`src/fivec_pkg.sv`:
```
// Purpose: Shared constants and types for the fast vector and enable register block.
// Assumes: APB with 32-bit data and a 12-bit byte address.
// Notes:   Every register takes one aligned word at its byte address.
package fivec_pkg;

  localparam int unsigned ADDR_W     = 12;
  localparam int unsigned DATA_W     = 32;
  localparam int unsigned IRQ_N      = 39;
  localparam int unsigned IRQ_HI_BASE = 32;
  localparam int unsigned IRQ_HI_W   = 7;
  localparam int unsigned NUM_W      = 8;
  localparam int unsigned NUMS_W     = 16;
  localparam int unsigned CH0_NUM_LSB = 0;
  localparam int unsigned CH1_NUM_LSB = 8;
  localparam int unsigned ON_BIT     = 0;
  localparam int unsigned CHAN_N     = 2;

  localparam logic [ADDR_W-1:0] OFF_IRQ_NUMS = 12'h050;
  localparam logic [ADDR_W-1:0] OFF_CH0_ADDR = 12'h060;
  localparam logic [ADDR_W-1:0] OFF_CH1_ADDR = 12'h064;
  localparam logic [ADDR_W-1:0] OFF_SET_LO   = 12'h100;
  localparam logic [ADDR_W-1:0] OFF_SET_HI   = 12'h104;
  localparam logic [ADDR_W-1:0] OFF_CLR_LO   = 12'h180;
  localparam logic [ADDR_W-1:0] OFF_CLR_HI   = 12'h184;

  localparam logic [NUMS_W-1:0] RST_IRQ_NUMS = 16'h0000;
  localparam logic [31:1]       RST_ADDR     = 31'h0000_0000;
  localparam logic              RST_ON       = 1'b0;
  localparam logic [IRQ_N-1:0]  RST_ENA      = 39'h00_0000_0000;

  // Interrupts 12, 14 and 16 to 38 exist; every other enable bit is reserved.
  localparam logic [IRQ_N-1:0]  ENA_IMPL     = 39'h7F_FFFF_5000;

  localparam int unsigned SEL_NUMS   = 0;
  localparam int unsigned SEL_FAST_CHANNEL0_HANDLER_ADDR  = 1;
  localparam int unsigned SEL_FAST_CHANNEL1_HANDLER_ADDR  = 2;
  localparam int unsigned SEL_SET_LO = 3;
  localparam int unsigned SEL_SET_HI = 4;
  localparam int unsigned SEL_CLR_LO = 5;
  localparam int unsigned SEL_CLR_HI = 6;
  localparam int unsigned SEL_N      = 7;

  typedef logic [SEL_N-1:0] fivec_sel_type;

  typedef enum logic [1:0]
  {
    APB_IDLE   = 2'h1,
    APB_ACCESS = 2'h2
  } fivec_apb_state_type;

  function automatic fivec_sel_type reg_sel(input logic [ADDR_W-1:0] addr);
    fivec_sel_type s;
    s = '0;
    s[SEL_NUMS]   = (addr == OFF_IRQ_NUMS);
    s[SEL_FAST_CHANNEL0_HANDLER_ADDR]  = (addr == OFF_CH0_ADDR);
    s[SEL_FAST_CHANNEL1_HANDLER_ADDR]  = (addr == OFF_CH1_ADDR);
    s[SEL_SET_LO] = (addr == OFF_SET_LO);
    s[SEL_SET_HI] = (addr == OFF_SET_HI);
    s[SEL_CLR_LO] = (addr == OFF_CLR_LO);
    s[SEL_CLR_HI] = (addr == OFF_CLR_HI);
    return s;
  endfunction : reg_sel

endpackage : fivec_pkg

```
`src/fivec_apb_phase.sv`:
```
// Purpose: APB phase tracker that gives one access cycle with no wait states.
// Assumes: Master keeps to APB setup and access phases.
// Notes:   pready comes straight from the phase register.
`timescale 1ns/1ps
module fivec_apb_phase
(
  input  wire logic                       clk,
  input  wire logic                       rst_n,
  input  wire logic                       psel,
  input  wire logic                       penable,
  input  wire logic [fivec_pkg::ADDR_W-1:0] paddr,
  output logic                            pready,
  output logic                            pslverr,
  output logic                            setup_stb,
  output logic                            access_stb
);

  fivec_pkg::fivec_apb_state_type state_r;
  fivec_pkg::fivec_apb_state_type state_nxt;

  always_comb
  begin
    case (state_r)
      fivec_pkg::APB_IDLE:   state_nxt = setup_stb ? fivec_pkg::APB_ACCESS : fivec_pkg::APB_IDLE;
      fivec_pkg::APB_ACCESS: state_nxt = setup_stb ? fivec_pkg::APB_ACCESS : fivec_pkg::APB_IDLE;
      default:               state_nxt = fivec_pkg::APB_IDLE;
    endcase
  end

  always_ff @(posedge clk or negedge rst_n)
  begin
    if (!rst_n)
      state_r <= fivec_pkg::APB_IDLE;
    else
      state_r <= state_nxt;
  end

  assign setup_stb  = psel & ~penable;
  assign pready     = (state_r == fivec_pkg::APB_ACCESS);
  assign access_stb = pready & psel & penable;
  // An unmapped or misaligned address is answered with an error and no effect.
  assign pslverr    = access_stb & ~(|fivec_pkg::reg_sel(paddr));

endmodule : fivec_apb_phase

```
`src/fivec_fast_match.sv`:
```
// Purpose: Compares a taken interrupt number with both fast channels.
// Assumes: take_num is stable in the cycle that take_valid is high.
// Notes:   Channel 0 wins when both channels name the same interrupt.
`timescale 1ns/1ps
module fivec_fast_match
(
  input  wire logic                      clk,
  input  wire logic                      rst_n,
  input  wire logic                      take_valid,
  input  wire logic [fivec_pkg::NUM_W-1:0] take_num,
  input  wire logic [fivec_pkg::CHAN_N-1:0] chan_on,
  input  wire logic [fivec_pkg::NUMS_W-1:0] chan_nums,
  input  wire logic [31:1]               ch0_addr,
  input  wire logic [31:1]               ch1_addr,
  output logic                           fast_valid,
  output logic                           fast_hit,
  output logic                           fast_chan,
  output logic [31:0]                    fast_handler_addr
);

  logic [fivec_pkg::CHAN_N-1:0] hit;

  genvar g;
  generate
    for (g = 0; g < fivec_pkg::CHAN_N; g++)
    begin : g_chan
      assign hit[g] = chan_on[g] & (take_num == chan_nums[g*fivec_pkg::NUM_W +: fivec_pkg::NUM_W]);
    end
  endgenerate

  always_ff @(posedge clk or negedge rst_n)
  begin
    if (!rst_n)
    begin
      fast_valid        <= 1'b0;
      fast_hit          <= 1'b0;
      fast_chan         <= 1'b0;
      fast_handler_addr <= 32'h0000_0000;
    end
    else
    begin
      fast_valid <= take_valid;
      fast_hit   <= take_valid & (|hit);
      fast_chan  <= take_valid & ~hit[0] & hit[1];
      if (take_valid & hit[0])
        fast_handler_addr <= {ch0_addr, 1'b0};
      else if (take_valid & hit[1])
        fast_handler_addr <= {ch1_addr, 1'b0};
      else
        fast_handler_addr <= 32'h0000_0000;
    end
  end

endmodule : fivec_fast_match

```
`src/fivec_top.sv`:
```
// Purpose: Fast vector channels and per-interrupt enables behind an APB slave.
// Assumes: One clock, inputs synchronous to it, zero-wait APB master.
// Notes:   Enable set and clear registers read back the current enables.
`timescale 1ns/1ps
module fivec_top
(
  input  wire logic                         clk,
  input  wire logic                         rst_n,
  input  wire logic                         psel,
  input  wire logic                         penable,
  input  wire logic                         pwrite,
  input  wire logic [fivec_pkg::ADDR_W-1:0] paddr,
  input  wire logic [fivec_pkg::DATA_W-1:0] pwdata,
  output logic      [fivec_pkg::DATA_W-1:0] prdata,
  output logic                              pready,
  output logic                              pslverr,
  output logic      [fivec_pkg::IRQ_N-1:0]  irq_enable,
  input  wire logic                         take_valid,
  input  wire logic [fivec_pkg::NUM_W-1:0]  take_num,
  output logic                              fast_valid,
  output logic                              fast_hit,
  output logic                              fast_chan,
  output logic      [31:0]                  fast_handler_addr
);

  ////////////////////////////////////////////////////////////////////////////////
  // Bus phase and decode.

  logic                          setup_stb;
  logic                          access_stb;
  fivec_pkg::fivec_sel_type      sel;
  fivec_pkg::fivec_sel_type      wr_stb;
  logic [fivec_pkg::NUMS_W-1:0]  irq_nums_r;
  logic [31:1]                   ch0_addr_r;
  logic [31:1]                   ch1_addr_r;
  logic                          ch0_on_r;
  logic                          ch1_on_r;
  logic [fivec_pkg::IRQ_N-1:0]   ena_r;
  logic [fivec_pkg::IRQ_N-1:0]   ena_set;
  logic [fivec_pkg::IRQ_N-1:0]   ena_clr;
  logic [fivec_pkg::DATA_W-1:0]  rd_val;
  logic [fivec_pkg::DATA_W-1:0]  prdata_r;

  fivec_apb_phase u_phase
  (
    .clk        (clk),
    .rst_n      (rst_n),
    .psel       (psel),
    .penable    (penable),
    .paddr      (paddr),
    .pready     (pready),
    .pslverr    (pslverr),
    .setup_stb  (setup_stb),
    .access_stb (access_stb)
  );

  assign sel    = fivec_pkg::reg_sel(paddr);
  // Writes land only at the access edge, so a held request acts exactly once.
  assign wr_stb = (access_stb & pwrite) ? sel : '0;

  ////////////////////////////////////////////////////////////////////////////////
  // Fast channel configuration.

  always_ff @(posedge clk or negedge rst_n)
  begin
    if (!rst_n)
      irq_nums_r <= fivec_pkg::RST_IRQ_NUMS;
    else if (wr_stb[fivec_pkg::SEL_NUMS])
      irq_nums_r <= pwdata[fivec_pkg::NUMS_W-1:0];
  end

  always_ff @(posedge clk or negedge rst_n)
  begin
    if (!rst_n)
    begin
      ch0_addr_r <= fivec_pkg::RST_ADDR;
      ch0_on_r   <= fivec_pkg::RST_ON;
    end
    else if (wr_stb[fivec_pkg::SEL_FAST_CHANNEL0_HANDLER_ADDR])
    begin
      ch0_addr_r <= pwdata[31:1];
      ch0_on_r   <= pwdata[fivec_pkg::ON_BIT];
    end
  end

  always_ff @(posedge clk or negedge rst_n)
  begin
    if (!rst_n)
    begin
      ch1_addr_r <= fivec_pkg::RST_ADDR;
      ch1_on_r   <= fivec_pkg::RST_ON;
    end
    else if (wr_stb[fivec_pkg::SEL_FAST_CHANNEL1_HANDLER_ADDR])
    begin
      ch1_addr_r <= pwdata[31:1];
      ch1_on_r   <= pwdata[fivec_pkg::ON_BIT];
    end
  end

  ////////////////////////////////////////////////////////////////////////////////
  // Interrupt enables.  Set and clear live in different words, so they never meet.

  always_comb
  begin
    ena_set = '0;
    ena_clr = '0;
    if (wr_stb[fivec_pkg::SEL_SET_LO])
      ena_set[fivec_pkg::IRQ_HI_BASE-1:0] = pwdata;
    if (wr_stb[fivec_pkg::SEL_SET_HI])
      ena_set[fivec_pkg::IRQ_N-1:fivec_pkg::IRQ_HI_BASE] = pwdata[fivec_pkg::IRQ_HI_W-1:0];
    if (wr_stb[fivec_pkg::SEL_CLR_LO])
      ena_clr[fivec_pkg::IRQ_HI_BASE-1:0] = pwdata;
    if (wr_stb[fivec_pkg::SEL_CLR_HI])
      ena_clr[fivec_pkg::IRQ_N-1:fivec_pkg::IRQ_HI_BASE] = pwdata[fivec_pkg::IRQ_HI_W-1:0];
  end

  genvar g;
  generate
    for (g = 0; g < fivec_pkg::IRQ_N; g++)
    begin : g_ena
      if (fivec_pkg::ENA_IMPL[g])
      begin : g_impl
        always_ff @(posedge clk or negedge rst_n)
        begin
          if (!rst_n)
            ena_r[g] <= fivec_pkg::RST_ENA[g];
          else if (ena_set[g])
            ena_r[g] <= 1'b1;
          else if (ena_clr[g])
            ena_r[g] <= 1'b0;
        end
      end
      else
      begin : g_rsvd
        // Reserved numbers have no flop; writing one there does nothing.
        assign ena_r[g] = 1'b0;
      end
    end
  endgenerate

  assign irq_enable = ena_r;

  ////////////////////////////////////////////////////////////////////////////////
  // Read data is captured in the setup cycle so prdata comes from a flop.

  always_comb
  begin
    rd_val = '0;
    case (1'b1)
      sel[fivec_pkg::SEL_NUMS]:   rd_val[fivec_pkg::NUMS_W-1:0] = irq_nums_r;
      sel[fivec_pkg::SEL_FAST_CHANNEL0_HANDLER_ADDR]:  rd_val = {ch0_addr_r, ch0_on_r};
      sel[fivec_pkg::SEL_FAST_CHANNEL1_HANDLER_ADDR]:  rd_val = {ch1_addr_r, ch1_on_r};
      sel[fivec_pkg::SEL_SET_LO],
      sel[fivec_pkg::SEL_CLR_LO]: rd_val = ena_r[fivec_pkg::IRQ_HI_BASE-1:0];
      sel[fivec_pkg::SEL_SET_HI],
      sel[fivec_pkg::SEL_CLR_HI]:
        rd_val[fivec_pkg::IRQ_HI_W-1:0] = ena_r[fivec_pkg::IRQ_N-1:fivec_pkg::IRQ_HI_BASE];
      default:                    rd_val = '0;
    endcase
  end

  always_ff @(posedge clk or negedge rst_n)
  begin
    if (!rst_n)
      prdata_r <= 32'h0000_0000;
    else if (setup_stb)
      prdata_r <= pwrite ? 32'h0000_0000 : rd_val;
  end

  assign prdata = prdata_r;

  ////////////////////////////////////////////////////////////////////////////////
  // Fast vector lookup toward the core.

  fivec_fast_match u_match
  (
    .clk               (clk),
    .rst_n             (rst_n),
    .take_valid        (take_valid),
    .take_num          (take_num),
    .chan_on           ({ch1_on_r, ch0_on_r}),
    .chan_nums         (irq_nums_r),
    .ch0_addr          (ch0_addr_r),
    .ch1_addr          (ch1_addr_r),
    .fast_valid        (fast_valid),
    .fast_hit          (fast_hit),
    .fast_chan         (fast_chan),
    .fast_handler_addr (fast_handler_addr)
  );
endmodule : fivec_top

```
`config.mk`:
```
export PLATFORM = sky130hd
export DESIGN_NAME = fivec_top
export DESIGN_NICKNAME = d
export VERILOG_FILES = /design/src/fivec_pkg.sv /design/src/fivec_apb_phase.sv /design/src/fivec_fast_match.sv /design/src/fivec_top.sv
export SDC_FILE = /design/constraint.sdc
export NUM_CORES = 1
export LEC_CHECK = 0
export ABC_AREA = 1
export BUFFER_PORTS_ARGS = -buffer_cell sky130_fd_sc_hd__buf_2
export CAP_MARGIN = 20
export CORE_MARGIN = 2
export CORE_UTILIZATION = 51
export CTS_BUF_LIST = sky130_fd_sc_hd__clkbuf_8
export DETAILED_ROUTE_END_ITERATION = 12
export PLACE_DENSITY = 0.89
export RECOVER_POWER = 50
export SETUP_SLACK_MARGIN = 0.1
export SLEW_MARGIN = 10
export SYNTH_ARGS = -nofsm -noshare
export SYNTH_HDL_FRONTEND = slang
export SYNTH_SLANG_ARGS = --single-unit
export TNS_END_PERCENT = 1
```
`constraint.sdc`:
```
create_clock -name clk -period 1.42 [get_ports clk]
set_input_delay 0.071 -clock clk [delete_from_list [all_inputs] [get_ports clk]]
set_output_delay 0.071 -clock clk [all_outputs]
set_load 0.01 [all_outputs]
```
==> flow_metrics.env <==
export IMPL_cts_sinks=173
export IMPL_start_kind="register"
export IMPL_overflow=0
export IMPL_violations="negative setup slack"
export IMPL_dieArea_mm2=0.0170
export IMPL_min_from="take_num[2]"
export IMPL_ys_flop_type="dfrtp_1"
export IMPL_cts_made_buffers=17
export IMPL_cts_tree="built"
export IMPL_whs_ps=69.6
export IMPL_drv_slew=0
export IMPL_max_freq_mhz=539
export IMPL_wl_per_cell_um=17.2
export IMPL_dp_hpwl_um=16500
export IMPL_grt_pass1_vias=7549
export IMPL_cap_violations=0
export IMPL_ios=166
export IMPL_min_period_ps=1860
export IMPL_ir_drop_v=0.000762
export IMPL_critPathArrivalTime_ps=1790
export IMPL_grt_use_total_pct=28.7
export IMPL_dp_cells=1340
export IMPL_fin_crit_sh_pct=131
export IMPL_syn_area_mm2=0.00816
export IMPL_yosys_top_cells_area="dfrtp_1 (53%), nand2_1 (13%), nand3_1 (5.3%)"
export IMPL_synth_top_area_share_pct=52.8
export IMPL_nFillCells=1218
export IMPL_report_final_setup_viol=136
export IMPL_grt_pass1_wl_um=37200
export IMPL_crit_start="u_phase.state_r[0]$_DFF_PN1_"
export IMPL_r2r_start="u_phase.state_r[0]$_DFF_PN1_"
export IMPL_layout_commonest_cell="nand2_1"
export IMPL_path_clk_slew_ps=90
export IMPL_async_flop_share_pct=100
export IMPL_clk_path_buf_depth=2
export IMPL_hold_viol=0
export IMPL_critPathRequiredTime_ps=1350
export IMPL_h_tree_depth=4
export IMPL_timing_slew_headroom_pct=42.7
export IMPL_fin_cells=1405
export IMPL_postSynthAreaPerCell_um2=8.46
export IMPL_synth_top_cell_by_area="dfrtp_1"
export IMPL_yosysUniqueCellTypes=38
export IMPL_row_count=46
export IMPL_tns_ps=-10300
export IMPL_synthToLayoutAreaGrowth_pct=27.4
export IMPL_via_count=7740
export IMPL_leakagePower_uw=0.00566
export IMPL_regArea_mm2=0.00433
export IMPL_skew_ps=14.6
export IMPL_ant_nets=0
export IMPL_dr_pass1_iters=5
export IMPL_fin_util_pct=65.9
export IMPL_tightest_slew_ps=859
export IMPL_drive_gt1_share_pct=29.1
export IMPL_fin_nets=1235
export IMPL_power_total_uw=9430
export IMPL_grt_start_max_net_pins=49
export IMPL_yosysSeqAreaShare_pct=53.1
export IMPL_multi_input_area_mm2=0.00338
export IMPL_gp_congestion=0.924
export IMPL_layout_common_cells="nand2_1 (258), dfrtp_1 (172), buf_2 (148)"
export IMPL_cts_root_buf="clkbuf_8"
export IMPL_start_util_pct=51.7
export IMPL_status="finished with violations"
export IMPL_syn_inst=964
export IMPL_synth_enable_flop_cells=0
export IMPL_core_mm2=0.0158
export IMPL_wl_um=24200
export IMPL_final_setup_worst_slack_ps=-437
export IMPL_die_height_um=130
export IMPL_ys_seq_elements=173
export IMPL_hp_class="in2reg"
export IMPL_dr_first_iter_drc_count=688
export IMPL_power_density_mw_per_mm2=907
export IMPL_worstSetupPathType="reg2out"
export IMPL_synth_warnings=0
export IMPL_port_buffers=150
export IMPL_diodes=0
export IMPL_grt_antenna_before_repair=0
export IMPL_vias_per_cell=5.51
export IMPL_die_x_um=130
export IMPL_clk_latency_ps=480
export IMPL_path_max_fanout=2
export IMPL_drc=0
export IMPL_end_kind="output port"
export IMPL_rsz0062_at_grt="true"
[cell usage after synthesis (2+ instances only)]
master / count
nor3_4: 3
inv_1: 65
nor2_4: 2
o21ai_1: 34
nand4_1: 32
nand2_4: 2
nand3_2: 3
buf_6: 7
o21ai_2: 32
nor2_1: 50
inv_2: 6
a21oi_1: 5
or2_2: 6
nor3_2: 2
buf_2: 27
o211ai_1: 2
buf_4: 17
nand3_1: 86
clkbuf_1: 10
nand2_2: 6
o21ai_0: 83
nand2_1: 290
dfrtp_1: 172
nor2_2: 4
o22ai_1: 2
xnor2_1: 4
[routing by layer]
layer | routed length [um] | part of all wire (%) | global-route usage, %
met1 | 9390 | 39 | 37.0
met2 | 11500 | 47 | 46.0
met3 | 2390 | 9.9 | 6.72
met4 | 937 | 3.9 | 14.3
met5 | 0 | 0 | 0
[per-stage QoR]
step                      cell area, um^2  setup slack (ps)
after floorplan                      8260             -16.0
after global placement               9520              -114
after detailed placement             9520              -173
after CTS                           10400              -440
after global routing                10400              -509
final                               10400              -437
[state kept, by name, indices dropped and copies added (netlist names)]
| name | cells |
|---|---|
| irq_nums_r | 16 |
| u_match.fast_chan | 1 |
| u_phase.state_r | 2 |
| ch0_addr_r | 31 |
| ch0_on_r | 1 |
| ch1_on_r | 1 |
| u_match.fast_handler_addr | 31 |
| u_match.fast_valid | 1 |
| u_match.fast_hit | 1 |
| ch1_addr_r | 31 |
| irq_enable | 25 |
| prdata | 32 |
[cell type report]
type	count	share of cell area, %
Sequential cell	173	41.7
Tap cell	216	2.60
Multi-Input combinational cell	671	32.6
Clock inverter	14	1.94
Clock buffer	18	2.38
Timing Repair Buffer	241	16.2
Inverter	72	2.60
[timing repair]
action	4_1_cts	5_1_grt
resized for setup	40	12
pin swaps	1	4
setup endpoints to repair	140	140
buffers inserted	0	0
gates cloned	0	0
endpoints found under the hold margin	274	0
hold buffers	33	0
[logic make-up after synthesis]
logic type	Yosys count	synth area share (%)
and+or+nand+nor	490	26.7
DFF	173	53.1
AOI/OAI and AO/OA	161	11.6
buffers and inverters	134	8.02
xor gates and xnor gates	4	0.429
adders and majority gates	1	0.153
other	1	0.0460
[final timing paths]
check,end,slack [ps],cells after the start
setup / recovery,pslverr,-440,7
hold / removal,u_match.fast_hit$_DFF_PN0_,70,4
setup reg to reg,irq_enable[20]$_DFFE_PN0P_,-190,7
hold reg to reg,prdata[31]$_DFFE_PN0P_,480,2
max in group asynchronous,u_match.fast_handler_addr[22]$_DFF_PN0_,240,3
min in group asynchronous,ch0_addr_r[3]$_DFFE_PN0P_,200,2
[critical path, stage by stage (launching register included)]
cell and delay (ps):
dfstp_2 380, inv_2 50, ha_4 140, nand3_4 70, nand3b_1 190, nor4_2 200, buf_4 180, buf_6 90
[where the power goes]
part	total, uW	internal (uW)	leakage [uW]	switching, uW
Combinational	582	192	0.00302	390
Sequential	4930	4930	0.00241	3.59
Clock	3910	2000	0.000227	1910
(Power assumes the default switching activity.)
